File: config.mk
export PLATFORM = sky130hd
export DESIGN_NAME = bdh_top
export DESIGN_NICKNAME = d
export VERILOG_FILES = /design/src/bdh_pkg.sv /design/src/bdh_wbuf.sv /design/src/bdh_top.sv
export VERILOG_INCLUDE_DIRS = /design/src
export SDC_FILE = /design/constraint.sdc
export NUM_CORES = 1
export LEC_CHECK = 0
export BUFFER_PORTS_ARGS = -buffer_cell sky130_fd_sc_hd__buf_4
export CAP_MARGIN = 20
export CORE_AREA = 2 2 183 185
export CTS_BUF_LIST = sky130_fd_sc_hd__clkbuf_4 sky130_fd_sc_hd__clkbuf_8
export DETAILED_ROUTE_END_ITERATION = 7
export DIE_AREA = 0 0 185 187
export PLACE_DENSITY = 0.76
export SLEW_MARGIN = 5
export SYNTH_ARGS = -nofsm -noshare
export SYNTH_HDL_FRONTEND = slang
export SYNTH_SLANG_ARGS = --single-unit
export TNS_END_PERCENT = 50
File: constraint.sdc
create_clock -name clk_i -period 5.8 [get_ports clk_i]
set_input_delay 0.29 -clock clk_i [delete_from_list [all_inputs] [get_ports clk_i]]
set_output_delay 0.29 -clock clk_i [all_outputs]
set_load 0.02 [all_outputs]
File: src/bdh_consts.svh
// Constants for the bus data-phase, hold and lock block.
// Included by bdh_wbuf and bdh_top, not by the package; holds definitions only.
`ifndef BDH_CONSTS_SVH
`define BDH_CONSTS_SVH

// ==========================================
// Request lengths, as coded on the length lines
`define BDH_LEN_BYTE 3'h0
`define BDH_LEN_HALF 3'h1
`define BDH_LEN_WORD 3'h2
`define BDH_LEN_DWORD 3'h3
`define BDH_LEN_3WORD 3'h4
`define BDH_LEN_4WORD 3'h5
`define BDH_LEN_BURST8 3'h6

// ==========================================
// Beat counts and queue sizing
`define BDH_BURST8_BEATS_64 4'h4
`define BDH_BURST8_BEATS_32 4'h8
`define BDH_ORDER_DEPTH 3'h4
`define BDH_ORDER_READY_MAX 3'h2
`define BDH_BUF_DEPTH 2'h2

// ==========================================
// Pin levels and field positions
`define BDH_ADDR_ODD_WORD 2
`define BDH_STRAP_WIDTH32 1'h1
`define BDH_UPPER_LANES_IDLE 4'hf
`define BDH_ALL_LANES_IDLE 8'hff

`endif

File: src/bdh_pkg.sv
// Types shared by the bus data-phase, hold and lock block.
// Constants live in bdh_consts.svh; this package holds types only.
package bdh_pkg;

  // Request from the core towards the request bus
  typedef struct packed {
    logic [31:0] addr;
    logic [2:0] len;
    logic write;
    logic lock;
  } bdh_req_t;

  // One write beat: data, active-low lane strobes, check bits
  typedef struct packed {
    logic [63:0] data;
    logic [7:0] lane_n;
    logic [7:0] check;
  } bdh_wbeat_t;

  // One read beat handed back to the core
  typedef struct packed {
    logic [63:0] data;
    logic [7:0] check;
    logic [2:0] word_idx;
  } bdh_rbeat_t;

  // Outstanding transaction, oldest first
  typedef struct packed {
    logic write;
    logic [3:0] beats;
    logic burst8;
    logic [2:0] start;
  } bdh_order_t;

  typedef enum logic [2:0] {
    BDH_H_RUN = 3'b000,
    BDH_H_PARK = 3'b001,
    BDH_H_HELD = 3'b010,
    BDH_H_REL1 = 3'b011,
    BDH_H_REL2 = 3'b100
  } bdh_hold_state_t;

endpackage

File: src/bdh_wbuf.sv
// Two-entry write-beat buffer with valid/ready on both sides.
// Assumes one clock; in_ready_o is a flop so it can feed a top output.
`timescale 1ns/1ps
`include "bdh_consts.svh"

module bdh_wbuf (
  input wire logic clk_i,
  input wire logic arst_n_i,
  input wire logic in_valid_i,
  input bdh_pkg::bdh_wbeat_t in_data_i,
  output logic in_ready_o,
  output logic out_valid_o,
  output bdh_pkg::bdh_wbeat_t out_data_o,
  input wire logic out_ready_i
);

  bdh_pkg::bdh_wbeat_t mem_q [2];
  logic wp_q;
  logic rp_q;
  logic [1:0] cnt_q;
  logic push;
  logic pop;
  logic [1:0] cnt_d;

  assign push = in_valid_i && in_ready_o;
  assign pop = out_ready_i && (cnt_q != 2'h0);
  assign out_valid_o = (cnt_q != 2'h0);
  assign out_data_o = mem_q[rp_q];

  always_comb begin
    cnt_d = cnt_q;
    if (push && !pop) begin
      cnt_d = cnt_q + 2'h1;
    end else if (pop && !push) begin
      cnt_d = cnt_q - 2'h1;
    end
  end

  always_ff @(posedge clk_i) begin
    if (push) begin
      mem_q[wp_q] <= in_data_i;
    end
  end

  // ==========================================
  // Pointers and fill level
  always_ff @(posedge clk_i or negedge arst_n_i) begin
    if (!arst_n_i) begin
      wp_q <= 1'b0;
      rp_q <= 1'b0;
      cnt_q <= 2'h0;
      in_ready_o <= 1'b0;
    end else begin
      if (push) begin
        wp_q <= ~wp_q;
      end
      if (pop) begin
        rp_q <= ~rp_q;
      end
      cnt_q <= cnt_d;
      // Registered ready: full means the source really stalls
      in_ready_o <= (cnt_d != `BDH_BUF_DEPTH);
    end
  end

endmodule

File: src/bdh_top.sv
// Processor-side external bus logic: request issue, data phase,
// bus release handshake and width strap.
// Assumes the partner runs on clk_i; all bus pins are same-domain.
//
// Behaviour
// RULE_01 - Eight-word bursts go out with address bit 2 clear; wrap order decoded.
// RULE_02 - Write data is driven two edges after sampling the data-phase strobe.
// RULE_03 - Writes take one beat per touched bus-width block, at most four words.
// RULE_04 - One active-low lane strobe per byte; low only for written bytes.
// RULE_05 - Eight check bits travel in the same beats as the data; the code floats them on 32-bit write beats.
// RULE_06 - Data, lanes, check bits driven only in a strobed write beat, else float.
// RULE_07 - Partner inserts one idle cycle between read and write beats.
// RULE_08 - One strobe serves reads and writes; oldest request decides direction.
// RULE_09 - Width strap sampled in reset on order pin: low 64-bit, high 32-bit.
// RULE_10 - On release request stop issuing, park strobe high, then float lines.
// RULE_11 - Grant rises in the same cycle the request lines float.
// RULE_12 - Partner holds the release request until the grant appears.
// RULE_13 - Grant rises no later than six edges after release request sampled.
// RULE_14 - Request dropped at edge n: lines driven and grant dropped at n+2.
// RULE_15 - Partner waits a cycle after grant falls before requesting again.
// RULE_16 - Release requests are honoured while the block is in reset.
// RULE_17 - Release never touches the data phase; outstanding beats continue.
// RULE_18 - Partner strobes only for this device's genuine data beats.
// RULE_19 - Partner protects at least the aligned 32-byte block of a lock.
// RULE_20 - Lock line asserted on the read of a swap pair.
// RULE_21 - Release and locked read on one edge: still float and grant.
// RULE_22 - Partner keeps the bus clock running for release in low power.
`timescale 1ns/1ps
`include "bdh_consts.svh"

module bdh_top (
  input wire logic clk_i,
  input wire logic arst_n_i,
  // Core request side
  input wire logic req_valid_i,
  input bdh_pkg::bdh_req_t req_i,
  output logic req_ready_o,
  input wire logic wbeat_valid_i,
  input bdh_pkg::bdh_wbeat_t wbeat_i,
  output logic wbeat_ready_o,
  output logic rbeat_valid_o,
  output bdh_pkg::bdh_rbeat_t rbeat_o,
  output logic width32_o,
  // Request bus pins
  output logic [31:0] addr_o,
  output logic [2:0] len_o,
  output logic request_strobe_n_o,
  output logic wr_o,
  output logic lock_o,
  output logic req_oe_n_o,
  // Release handshake pins
  input wire logic hold_req_i,
  output logic hold_ack_o,
  // Data bus pins
  input wire logic data_phase_strobe_i,
  input wire logic first_word_order_select_i,
  input wire logic [63:0] data_i,
  output logic [63:0] data_o,
  output logic [1:0] data_oe_n_o,
  output logic [7:0] byte_lane_strobe_n_o,
  output logic byte_lane_oe_n_o,
  input wire logic [7:0] check_bits_i,
  output logic [7:0] check_bits_o,
  output logic check_oe_n_o
);

  // ==========================================
  // Reset tracking and width strap
  logic [1:0] rst_sync_q;
  logic in_reset;
  logic width32_q;

  always_ff @(posedge clk_i or negedge arst_n_i) begin
    if (!arst_n_i) begin
      rst_sync_q <= 2'h0;
    end else begin
      rst_sync_q <= {rst_sync_q[0], 1'b1};
    end
  end

  assign in_reset = !rst_sync_q[1];

  // Not on the async reset, so it keeps tracking the pin during reset
  always_ff @(posedge clk_i) begin
    if (in_reset) begin
      width32_q <= (first_word_order_select_i == `BDH_STRAP_WIDTH32); // RULE_09
    end
  end

  always_ff @(posedge clk_i or negedge arst_n_i) begin
    if (!arst_n_i) begin
      width32_o <= 1'b0;
    end else begin
      width32_o <= width32_q;
    end
  end

  // ==========================================
  // Bus release state machine
  // Free of the async reset so that release still works in reset
  bdh_pkg::bdh_hold_state_t hstate_q;

  always_ff @(posedge clk_i) begin
    if (in_reset) begin
      hstate_q <= hold_req_i ? bdh_pkg::BDH_H_HELD : bdh_pkg::BDH_H_RUN; // RULE_16
      hold_ack_o <= hold_req_i; // RULE_16
      req_oe_n_o <= 1'b1;
    end else begin
      unique case (hstate_q)
        bdh_pkg::BDH_H_RUN: begin
          req_oe_n_o <= 1'b0;
          if (hold_req_i) begin
            // Issue is blocked this edge, so the strobe parks high
            hstate_q <= bdh_pkg::BDH_H_PARK; // RULE_10
          end
        end
        bdh_pkg::BDH_H_PARK: begin
          hstate_q <= bdh_pkg::BDH_H_HELD;
          req_oe_n_o <= 1'b1; // RULE_10
          hold_ack_o <= 1'b1; // RULE_11 RULE_13 RULE_21
        end
        bdh_pkg::BDH_H_HELD: begin
          if (!hold_req_i) begin
            hstate_q <= bdh_pkg::BDH_H_REL1;
          end
        end
        bdh_pkg::BDH_H_REL1: begin
          hstate_q <= bdh_pkg::BDH_H_REL2;
        end
        bdh_pkg::BDH_H_REL2: begin
          hstate_q <= bdh_pkg::BDH_H_RUN;
          req_oe_n_o <= 1'b0; // RULE_14
          hold_ack_o <= 1'b0; // RULE_14
        end
        default: begin
          hstate_q <= bdh_pkg::BDH_H_RUN;
          req_oe_n_o <= 1'b1;
          hold_ack_o <= 1'b0;
        end
      endcase
    end
  end

  // ==========================================
  // Beat count of a request
  function automatic logic [3:0] beats_of(input logic [2:0] len,
                                          input logic [3:0] lo,
                                          input logic w32);
    logic [4:0] bytes;
    logic [4:0] hi;
    begin
      unique case (len)
        `BDH_LEN_BYTE: bytes = 5'h01;
        `BDH_LEN_HALF: bytes = 5'h02;
        `BDH_LEN_WORD: bytes = 5'h04;
        `BDH_LEN_DWORD: bytes = 5'h08;
        `BDH_LEN_3WORD: bytes = 5'h0c;
        default: bytes = 5'h10;
      endcase
      hi = {1'b0, lo} + bytes - 5'h01;
      if (len == `BDH_LEN_BURST8) begin
        beats_of = w32 ? `BDH_BURST8_BEATS_32 : `BDH_BURST8_BEATS_64;
      end else if (w32) begin
        beats_of = {1'b0, hi[4:2] - {1'b0, lo[3:2]}} + 4'h1; // RULE_03
      end else begin
        beats_of = {2'h0, hi[4:3] - {1'b0, lo[3]}} + 4'h1; // RULE_03
      end
    end
  endfunction

  // ==========================================
  // Request issue
  logic accept;
  logic [31:0] req_addr;
  logic pop;
  logic [2:0] ocnt_q;
  logic [2:0] ocnt_d;

  assign accept = req_valid_i && req_ready_o && !hold_req_i; // RULE_10

  always_comb begin
    req_addr = req_i.addr;
    if (req_i.len == `BDH_LEN_BURST8) begin
      req_addr[`BDH_ADDR_ODD_WORD] = 1'b0; // RULE_01
    end
  end

  always_ff @(posedge clk_i or negedge arst_n_i) begin
    if (!arst_n_i) begin
      request_strobe_n_o <= 1'b1;
      addr_o <= 32'h0000_0000;
      len_o <= 3'h0;
      wr_o <= 1'b0;
      lock_o <= 1'b0;
      req_ready_o <= 1'b0;
    end else begin
      request_strobe_n_o <= !accept;
      if (accept) begin
        addr_o <= req_addr;
        len_o <= req_i.len;
        wr_o <= req_i.write;
        lock_o <= req_i.lock; // RULE_20
      end
      req_ready_o <= !in_reset && (hstate_q == bdh_pkg::BDH_H_RUN) && !hold_req_i
        && (ocnt_d <= `BDH_ORDER_READY_MAX);
    end
  end

  // ==========================================
  // Outstanding order queue, oldest at the read pointer
  bdh_pkg::bdh_order_t order_q [4];
  bdh_pkg::bdh_order_t head;
  logic [1:0] owp_q;
  logic [1:0] orp_q;
  logic [3:0] beat_q;
  logic [2:0] wrap_start_q;
  logic strobe_hit;
  logic [2:0] beat_start;
  logic [2:0] word_idx;

  assign head = order_q[orp_q];
  // Strobes with nothing outstanding are ignored
  assign strobe_hit = data_phase_strobe_i && (ocnt_q != 3'h0); // RULE_18
  assign pop = strobe_hit && (beat_q + 4'h1 == head.beats);

  always_comb begin
    ocnt_d = ocnt_q;
    if (accept && !pop) begin
      ocnt_d = ocnt_q + 3'h1;
    end else if (pop && !accept) begin
      ocnt_d = ocnt_q - 3'h1;
    end
  end

  // Wrap start of a burst comes from the order pin on its first beat
  always_comb begin
    beat_start = 3'h0;
    if (head.burst8 && first_word_order_select_i) begin
      beat_start = width32_q ? head.start : {1'b0, head.start[2:1]}; // RULE_01
    end
    if (beat_q != 4'h0) begin
      beat_start = wrap_start_q;
    end
    if (width32_q) begin
      word_idx = beat_start + beat_q[2:0];
    end else begin
      word_idx = {beat_start[1:0] + beat_q[1:0], 1'b0};
    end
  end

  always_ff @(posedge clk_i) begin
    if (accept) begin
      order_q[owp_q] <= '{write: req_i.write,
                          beats: beats_of(req_i.len, req_i.addr[3:0], width32_q),
                          burst8: (req_i.len == `BDH_LEN_BURST8),
                          start: req_addr[4:2]};
    end
  end

  always_ff @(posedge clk_i or negedge arst_n_i) begin
    if (!arst_n_i) begin
      owp_q <= 2'h0;
      orp_q <= 2'h0;
      ocnt_q <= 3'h0;
      beat_q <= 4'h0;
      wrap_start_q <= 3'h0;
    end else begin
      if (accept) begin
        owp_q <= owp_q + 2'h1;
      end
      ocnt_q <= ocnt_d;
      if (strobe_hit) begin
        wrap_start_q <= beat_start;
        if (pop) begin
          orp_q <= orp_q + 2'h1; // RULE_08
          beat_q <= 4'h0;
        end else begin
          beat_q <= beat_q + 4'h1;
        end
      end
    end
  end

  // ==========================================
  // Data phase pipeline: strobe at edge n, bus beat at edge n+2
  // Independent of the release state machine throughout
  logic s1_wr_q;
  logic s1_rd_q;
  logic s2_rd_q;
  logic [2:0] s1_idx_q;
  logic [2:0] s2_idx_q;
  logic buf_valid;
  bdh_pkg::bdh_wbeat_t buf_beat;

  always_ff @(posedge clk_i or negedge arst_n_i) begin
    if (!arst_n_i) begin
      s1_wr_q <= 1'b0;
      s1_rd_q <= 1'b0;
      s2_rd_q <= 1'b0;
      s1_idx_q <= 3'h0;
      s2_idx_q <= 3'h0;
    end else begin
      s1_wr_q <= strobe_hit && head.write; // RULE_08 RULE_17
      s1_rd_q <= strobe_hit && !head.write; // RULE_08 RULE_17
      s1_idx_q <= word_idx;
      s2_rd_q <= s1_rd_q;
      s2_idx_q <= s1_idx_q;
    end
  end

  bdh_wbuf i_bdh_wbuf (
    .clk_i(clk_i),
    .arst_n_i(arst_n_i),
    .in_valid_i(wbeat_valid_i),
    .in_data_i(wbeat_i),
    .in_ready_o(wbeat_ready_o),
    .out_valid_o(buf_valid),
    .out_data_o(buf_beat),
    .out_ready_i(s1_wr_q)
  );

  // Driven for exactly the beat cycle; an empty buffer drives no lanes
  always_ff @(posedge clk_i or negedge arst_n_i) begin
    if (!arst_n_i) begin
      data_o <= 64'h0000_0000_0000_0000;
      data_oe_n_o <= 2'h3;
      byte_lane_strobe_n_o <= `BDH_ALL_LANES_IDLE;
      byte_lane_oe_n_o <= 1'b1;
      check_bits_o <= 8'h00;
      check_oe_n_o <= 1'b1;
    end else begin
      data_o <= buf_beat.data;
      check_bits_o <= buf_beat.check; // RULE_05
      byte_lane_strobe_n_o <= buf_valid ? buf_beat.lane_n : `BDH_ALL_LANES_IDLE; // RULE_04
      if (width32_q) begin
        // Upper lanes hold a steady idle level in 32-bit mode
        byte_lane_strobe_n_o[7:4] <= `BDH_UPPER_LANES_IDLE;
      end
      data_oe_n_o[0] <= !s1_wr_q; // RULE_02 RULE_06
      data_oe_n_o[1] <= !(s1_wr_q && !width32_q); // RULE_06
      byte_lane_oe_n_o <= !s1_wr_q; // RULE_06
      check_oe_n_o <= !(s1_wr_q && !width32_q); // RULE_05 RULE_06
    end
  end

  always_ff @(posedge clk_i or negedge arst_n_i) begin
    if (!arst_n_i) begin
      rbeat_valid_o <= 1'b0;
      rbeat_o <= '0;
    end else begin
      rbeat_valid_o <= s2_rd_q;
      if (s2_rd_q) begin
        rbeat_o <= '{data: data_i, check: check_bits_i, word_idx: s2_idx_q}; // RULE_05
      end
    end
  end

endmodule

======== After elaboration in Yosys (flattened, before gate mapping) ========
Memories as Yosys holds them, arrays and structs flattened.
Cells that the tools add are included.
storage, ports and cells
  flip-flop bits (word level) ............. 236
  memories ................................ 2
  memory bits (writable) .................. 196
  input bits .............................. 196
operators by class
  reductions and logical operators ........ 36
  $add $sub $neg .......................... 15
  equality and inequality tests ........... 14
  magnitude comparators ................... 1
  mux-type cells .......................... 30
  bitwise logic cells ..................... 2
memories
  memory            depth  width  read ports  clocked after Yosys merged registers in  write ports  line            source
  i_bdh_wbuf.mem_q  2      80     1           0                                        1            bdh_wbuf.sv:17  bdh_pkg::bdh_wbeat_t mem_q [2];
  order_q           4      9      1           0                                        1            bdh_top.sv:211  bdh_pkg::bdh_order_t order_q [4];
operator list
  kind                                                                    number
  3-bit 2-to-1 mux                                                        9
  5-bit one-hot mux with 5 select lines                                   1
  4-bit 2-to-1 mux                                                        6
  1-bit logical AND                                                       17
  3-bit by 2-bit equality test with 1-bit output (second input constant)  4
  3-bit one-hot mux with 4 select lines                                   1
  3-bit equality test (second input constant)                             3
  1-bit logical NOT                                                       9
  8-bit 2-to-1 mux                                                        1
  2-bit by 1-bit adder with 2-bit output (second input constant)          3
  3-bit by 1-bit equality test with 1-bit output (second input constant)  2
  3-bit logical NOT                                                       2
  1-bit 2-to-1 mux                                                        6
  2-bit 2-to-1 mux                                                        3
  3-bit != test (second input constant)                                   2
  4-bit by 5-bit adder with 5-bit output                                  1
  5-bit 2-to-1 mux                                                        1
  5-bit by 1-bit subtractor with 5-bit output (second input constant)     1
  3-bit by 1-bit adder with 4-bit output (second input constant)          1
  4-bit by 1-bit adder with 4-bit output (second input constant)          1
  4-bit equality test                                                     1
  2-bit != test (second input constant)                                   2
  1-bit one-hot mux with 2 select lines                                   2
  2-bit AND reduction                                                     2
  15 further kinds                                                        17

======== Longest topological paths before layout ========
  word-level depth ........................ 10
  mapped depth ............................ 15
  depth with buffers taken out ............ 14

======== Hierarchy ========
A second synthesis with hierarchy kept.
unflattened totals
  cells, all modules ...................... 941
  area, all modules ....................... 15816.4 µm²
by module, submodules not included
  module    sequential area each (µm²)  area an instance (µm²)  instances  cells an instance
  bdh_top   6845.3                      9755.6                  1          669
  bdh_wbuf  4929.7                      6060.8                  1          272

======== Least setup slack after synthesis ========
Ideal clock, no wire load.
  kind .................................... register -> register
  start ................................... reg i_bdh_wbuf.in_ready_o
  end ..................................... mem i_bdh_wbuf.mem_q[0][0] (netlist bit), enable pin
  cell stages (with the launch flop) ...... 3
  arrival time ............................ 4.011 ns
  slack ................................... 1.270 ns
  path buffers ............................ 0
  setup time .............................. 0.519 ns
  cells stage by stage .................... dfrtp_1 > nand2_1 > nor2_1
between the ends
  word-level cells in the longest chain between the ends .. 3
RTL lines
  item                                    line            source
  start: declaration                      bdh_wbuf.sv:11  output logic in_ready_o,
  start signal: assignment                bdh_wbuf.sv:62  in_ready_o <= (cnt_d != `BDH_BUF_DEPTH);
  1-bit logical AND                       bdh_wbuf.sv:25  assign push = in_valid_i && in_ready_o;
  1-bit 2-to-1 mux                        bdh_wbuf.sv:40  if (push) begin
  1-bit 2-to-1 mux (implied by the code)  bdh_wbuf.sv:41  mem_q[wp_q] <= in_data_i;
  end: declaration                        bdh_wbuf.sv:17
Every way passes these cells.

======== Worst setup path after layout ========
  start ................................... in req_i[3] (netlist bit)
  end ..................................... mem order_q[0][6] (netlist bit) (data pin)
between the ends
  word-level cells in the longest chain between the ends .. 10
  elaborated cells on any way between the ends .. 17
RTL lines
  item                                                                                                               line                            source
  start: declaration                                                                                                 bdh_top.sv:36                   input bdh_pkg::bdh_req_t req_i,
  3-bit equality test (tied with other cells)                                                                        bdh_top.sv:152                  unique case (len)
  5-bit one-hot mux with 5 select lines                                                                              bdh_top.sv:152
  5-bit 2-to-1 mux                                                                                                   bdh_top.sv:252                  if (accept) begin
  4-bit by 5-bit adder with 5-bit output                                                                             bdh_top.sv:160                  hi = {1'b0, lo} + bytes - 5'h01;
  5-bit by 1-bit subtractor with 5-bit output                                                                        bdh_top.sv:160
  3-bit by 2-bit subtractor with 3-bit output / 2-bit by 1-bit subtractor with 2-bit output (equally long branches)  bdh_top.sv:164, bdh_top.sv:166
  3-bit by 1-bit adder with 4-bit output / 2-bit by 1-bit adder with 3-bit output (equally long branches)            bdh_top.sv:164, bdh_top.sv:166
  4-bit 2-to-1 mux                                                                                                   bdh_top.sv:163                  end else if (w32) begin
  4-bit 2-to-1 mux *                                                                                                 bdh_top.sv:161                  if (len == `BDH_LEN_BURST8) begin
  4-bit 2-to-1 mux *                                                                                                 bdh_top.sv:252
  end: declaration                                                                                                   bdh_top.sv:211
Every way passes the cells marked *; elsewhere a longest branch is shown, timed or not. The select of a mux whose other input is x is not followed.

==> metrics.txt <==
cells after synthesis 939; Post-synth ARST share 53.02%; largest net degree at the start of global routing 183; largest family of logic cells by synthesized area multiplexers; Overall Power 0.01115 W; Sink Count 430; setup slack after layout 2.616 ns; Post-synth top flop dfrtp_1; Crit path largest cell delay 0.55 ns; Rel. slew slack 19.91%; endpoints failing setup 0; Max Fclk 0.3141 GHz; setup TNS 0 ns; Worst Path Buf+Inv 4; RR Endpoint s1_idx_q[2]; Area Growth Syn to Fin 43.20%; reg-to-reg critical path startpoint orp_q[0]; hold path cells 3; worst vdd ir 0.0002886 V; router iterations before antenna repair 6; Core Area 0.03286 mm^2; Yosys reg bits 430; global-route wire length before repair 57490 um; commonest cells after routing, fill and taps aside buf_4, dfrtp_1, edfxtp_1, dlygate4sd3_1, mux2_2; signal arrival time at the worst endpoint 3.44 ns; final period utilization 54.89%; Synth Area in Simple Gates 5.056%; worst slack, placed 2.617 ns; share of layout cells above drive strength 1 43.32%; Fill cells 2124; maxcap violations 0; die area 0.03460 mm^2; GPL Wtd Cong 0.7656; Syn Std Cell Area 0.01574 mm^2; PD cells 494.8 mW/mm^2; Ys Warns 0; die height 187 um; Avg Cell Area, Syn 16.76 um^2; std cell rows 67; CTS clk-pin slew, worst paths 0.06 ns; mux share of post-synthesis cell area 12.79%; Fin Clk Skew 0.01882 ns; commonest non-fill, non-tap cell in the layout buf_4; WP data required 6.06 ns; origin of the worst min-delay path wbeat_valid_i; Avg WL per Cell 17.93 um; TritonCTS clock tree yes; worst hold-check path type input pin to flop; htree depth 3; Final Hold Fails 0; Total Wirelength 37200 um; R2R setup slack 3.13 ns; Min Clock Period, post-route 3.184 ns; status finished, final reports clean; Slew Limit Fails 0; Die X 185 um; ANT nets after route 0; syn_nets 1159; slowest CP cell dlygate4sd3_1; vias in the first global route 10904; CP top delay family adder cells; R2R cell count 10; Nets 1791; worst-path maximum fanout 8; DRC viols 0; Setup Crit Path Kind input pin to flop; post-DP HPWL 21220 um; vias per cell 4.844; Synth cell types 52; CTS buffer count 69; clock latency on the worst-skew pair 0.58 ns; RSZ-0062 raised after global routing no; area share of fa/ha/maj cells after synthesis 2.115%; GRT Total Usage 21.48%; gr ovfl total 0; cell mode on critical path xor2_1; root buf cell clkbuf_8; DR iter-0 viols 427; Worst Tran Pin Value 1.201 ns; placed instance count 1757; hold-critical path endpoint i_bdh_wbuf.wp_q; Crit. End Element flop; initial antenna violation count 2; io pins 399; critical-path cell list dlygate4sd3_1 -> buf_4 -> xor2_1 -> nand2b_1 -> ha_1 -> inv_1 -> fa_1 -> xor2_1 -> inv_1 -> fa_1 -> xnor2_1 -> xnor2_1 -> xor2_1 -> o22ai_1; routed via count 10052; PostCTS Resize Cnt 0; Post-synth EDFFs 201; Initial Util 47.89%; Synth Area in XOR/XNOR 1.805%; leakage power 9.863 nW; sequential element share of the synthesized area 74.82%; non-filler cells, final 2075; CP Launch Type input pin; clk buf depth 3; I/O Buffers 398; complex-gate fraction of the synthesized area 1.614%
## area by class of cell
class,instances,area [um^2],area share (%)
diodes,2,5.005,0.02221
flip-flops and latches,430,11780,52.27
multi-input cells,445,3697,16.41
inverters,28,105.1,0.4664
well taps,448,560.5,2.487
clock inverters,13,78.83,0.3498
clock buffers,112,1310,5.813
repair buffers,597,5000,22.19
## kinds of logic after synthesis
kind of cell | count (synthesis)
AO/OA/AOI/OAI | 41
XOR/XNOR | 27
adder cells (fa/ha/maj) | 25
buffers and inverters | 64
flip-flops | 430
multiplexers | 169
other | 1
AND/OR/NAND/NOR | 182
## synth_stat cells, types with 6 or more instances
cell	n	area (um^2)
dfrtp_1	217	5430
edfxtp_1	201	6036
mux2_2	149	1678
nand2_1	133	499.2
inv_1	27	101.4
clkbuf_1	24	90.09
ha_1	21	262.8
nor2_1	19	71.32
o21ai_0	18	90.09
xnor2_1	14	122.6
dfstp_2	11	289.0
mux2i_1	11	110.1
xor2_1	9	78.83
and2_1	6	37.54
buf_1	6	22.52
mux4_1	6	157.7
## tightest hold or removal path, stage by stage
cell and delay, ns:
buf_4 0.12, nand2_1 0.22, xnor2_1 0.10
## timing repair
action	4_1_cts	5_1_grt
setup buffers	0	0
hold buffers	191	0
hold endpoints to repair	327	0
## power breakdown
part / internal, W / total [W] / switching [W]
registers: 0.00423 / 0.00472 / 0.000497
logic: 0.00181 / 0.00383 / 0.00202
clock network: 0.00144 / 0.00260 / 0.00117
## metrics by stage
stage	instance area (um^2)	hold WS, ns	utilization [%]
after floorplan	15740	-0.005591	-
after global placement	19200	0.2204	58.44
after detailed placement	19230	0.2223	58.52
after CTS	22530	0.1412	68.57
after global routing	22540	0.1749	68.58
final	22540	0.1851	68.58
## per-layer routing
| layer | wire, um | up-vias | global-route usage (%) | part of all wire (%) |
|---|---|---|---|---|
| li1 | - | 4590 | - | - |
| met1 | 13700 | 4974 | 24.06 | 37 |
| met2 | 19540 | 371 | 37.81 | 53 |
| met3 | 2102 | 117 | 4.809 | 5.7 |
| met4 | 1855 | 0 | 11.75 | 5.0 |
| met5 | 0 | - | 0 | 0 |
## registers in the layout, indices dropped and copies added, names as in the netlist, 2 cells and up
name                  cells
len_o                     3
s1_idx_q                  3
i_bdh_wbuf.cnt_q          2
owp_q                     2
orp_q                     2
addr_o                   32
beat_q                    4
byte_lane_strobe_n_o      8
s2_idx_q                  3
hstate_q                  3
wrap_start_q              3
rst_sync_q                2
ocnt_q                    3
rbeat_o                  75
i_bdh_wbuf.mem_q        160
check_bits_o              8
order_q                  36
data_o                   64
## how the worst max path moves through the flow
| stage | startpoint | endpoint | slack [ns] | depth (start not counted) |
|---|---|---|---|---|
| 3_5_place_dp | req_i[3] | order_q[0][6] | 2.62 | 13 |
| 2_1_floorplan | i_bdh_wbuf.in_ready_o | i_bdh_wbuf.mem_q[0][0] | 1.27 | 2 |
| 5_1_grt | req_i[3] | order_q[1][6] | 2.46 | 14 |
| 3_3_place_gp | req_i[3] | order_q[0][6] | 2.69 | 13 |
| 4_1_cts | req_i[3] | order_q[1][6] | 2.68 | 14 |
| 6_report | req_i[3] | order_q[0][6] | 2.62 | 14 |
Power figures use the tool's default switching activity.
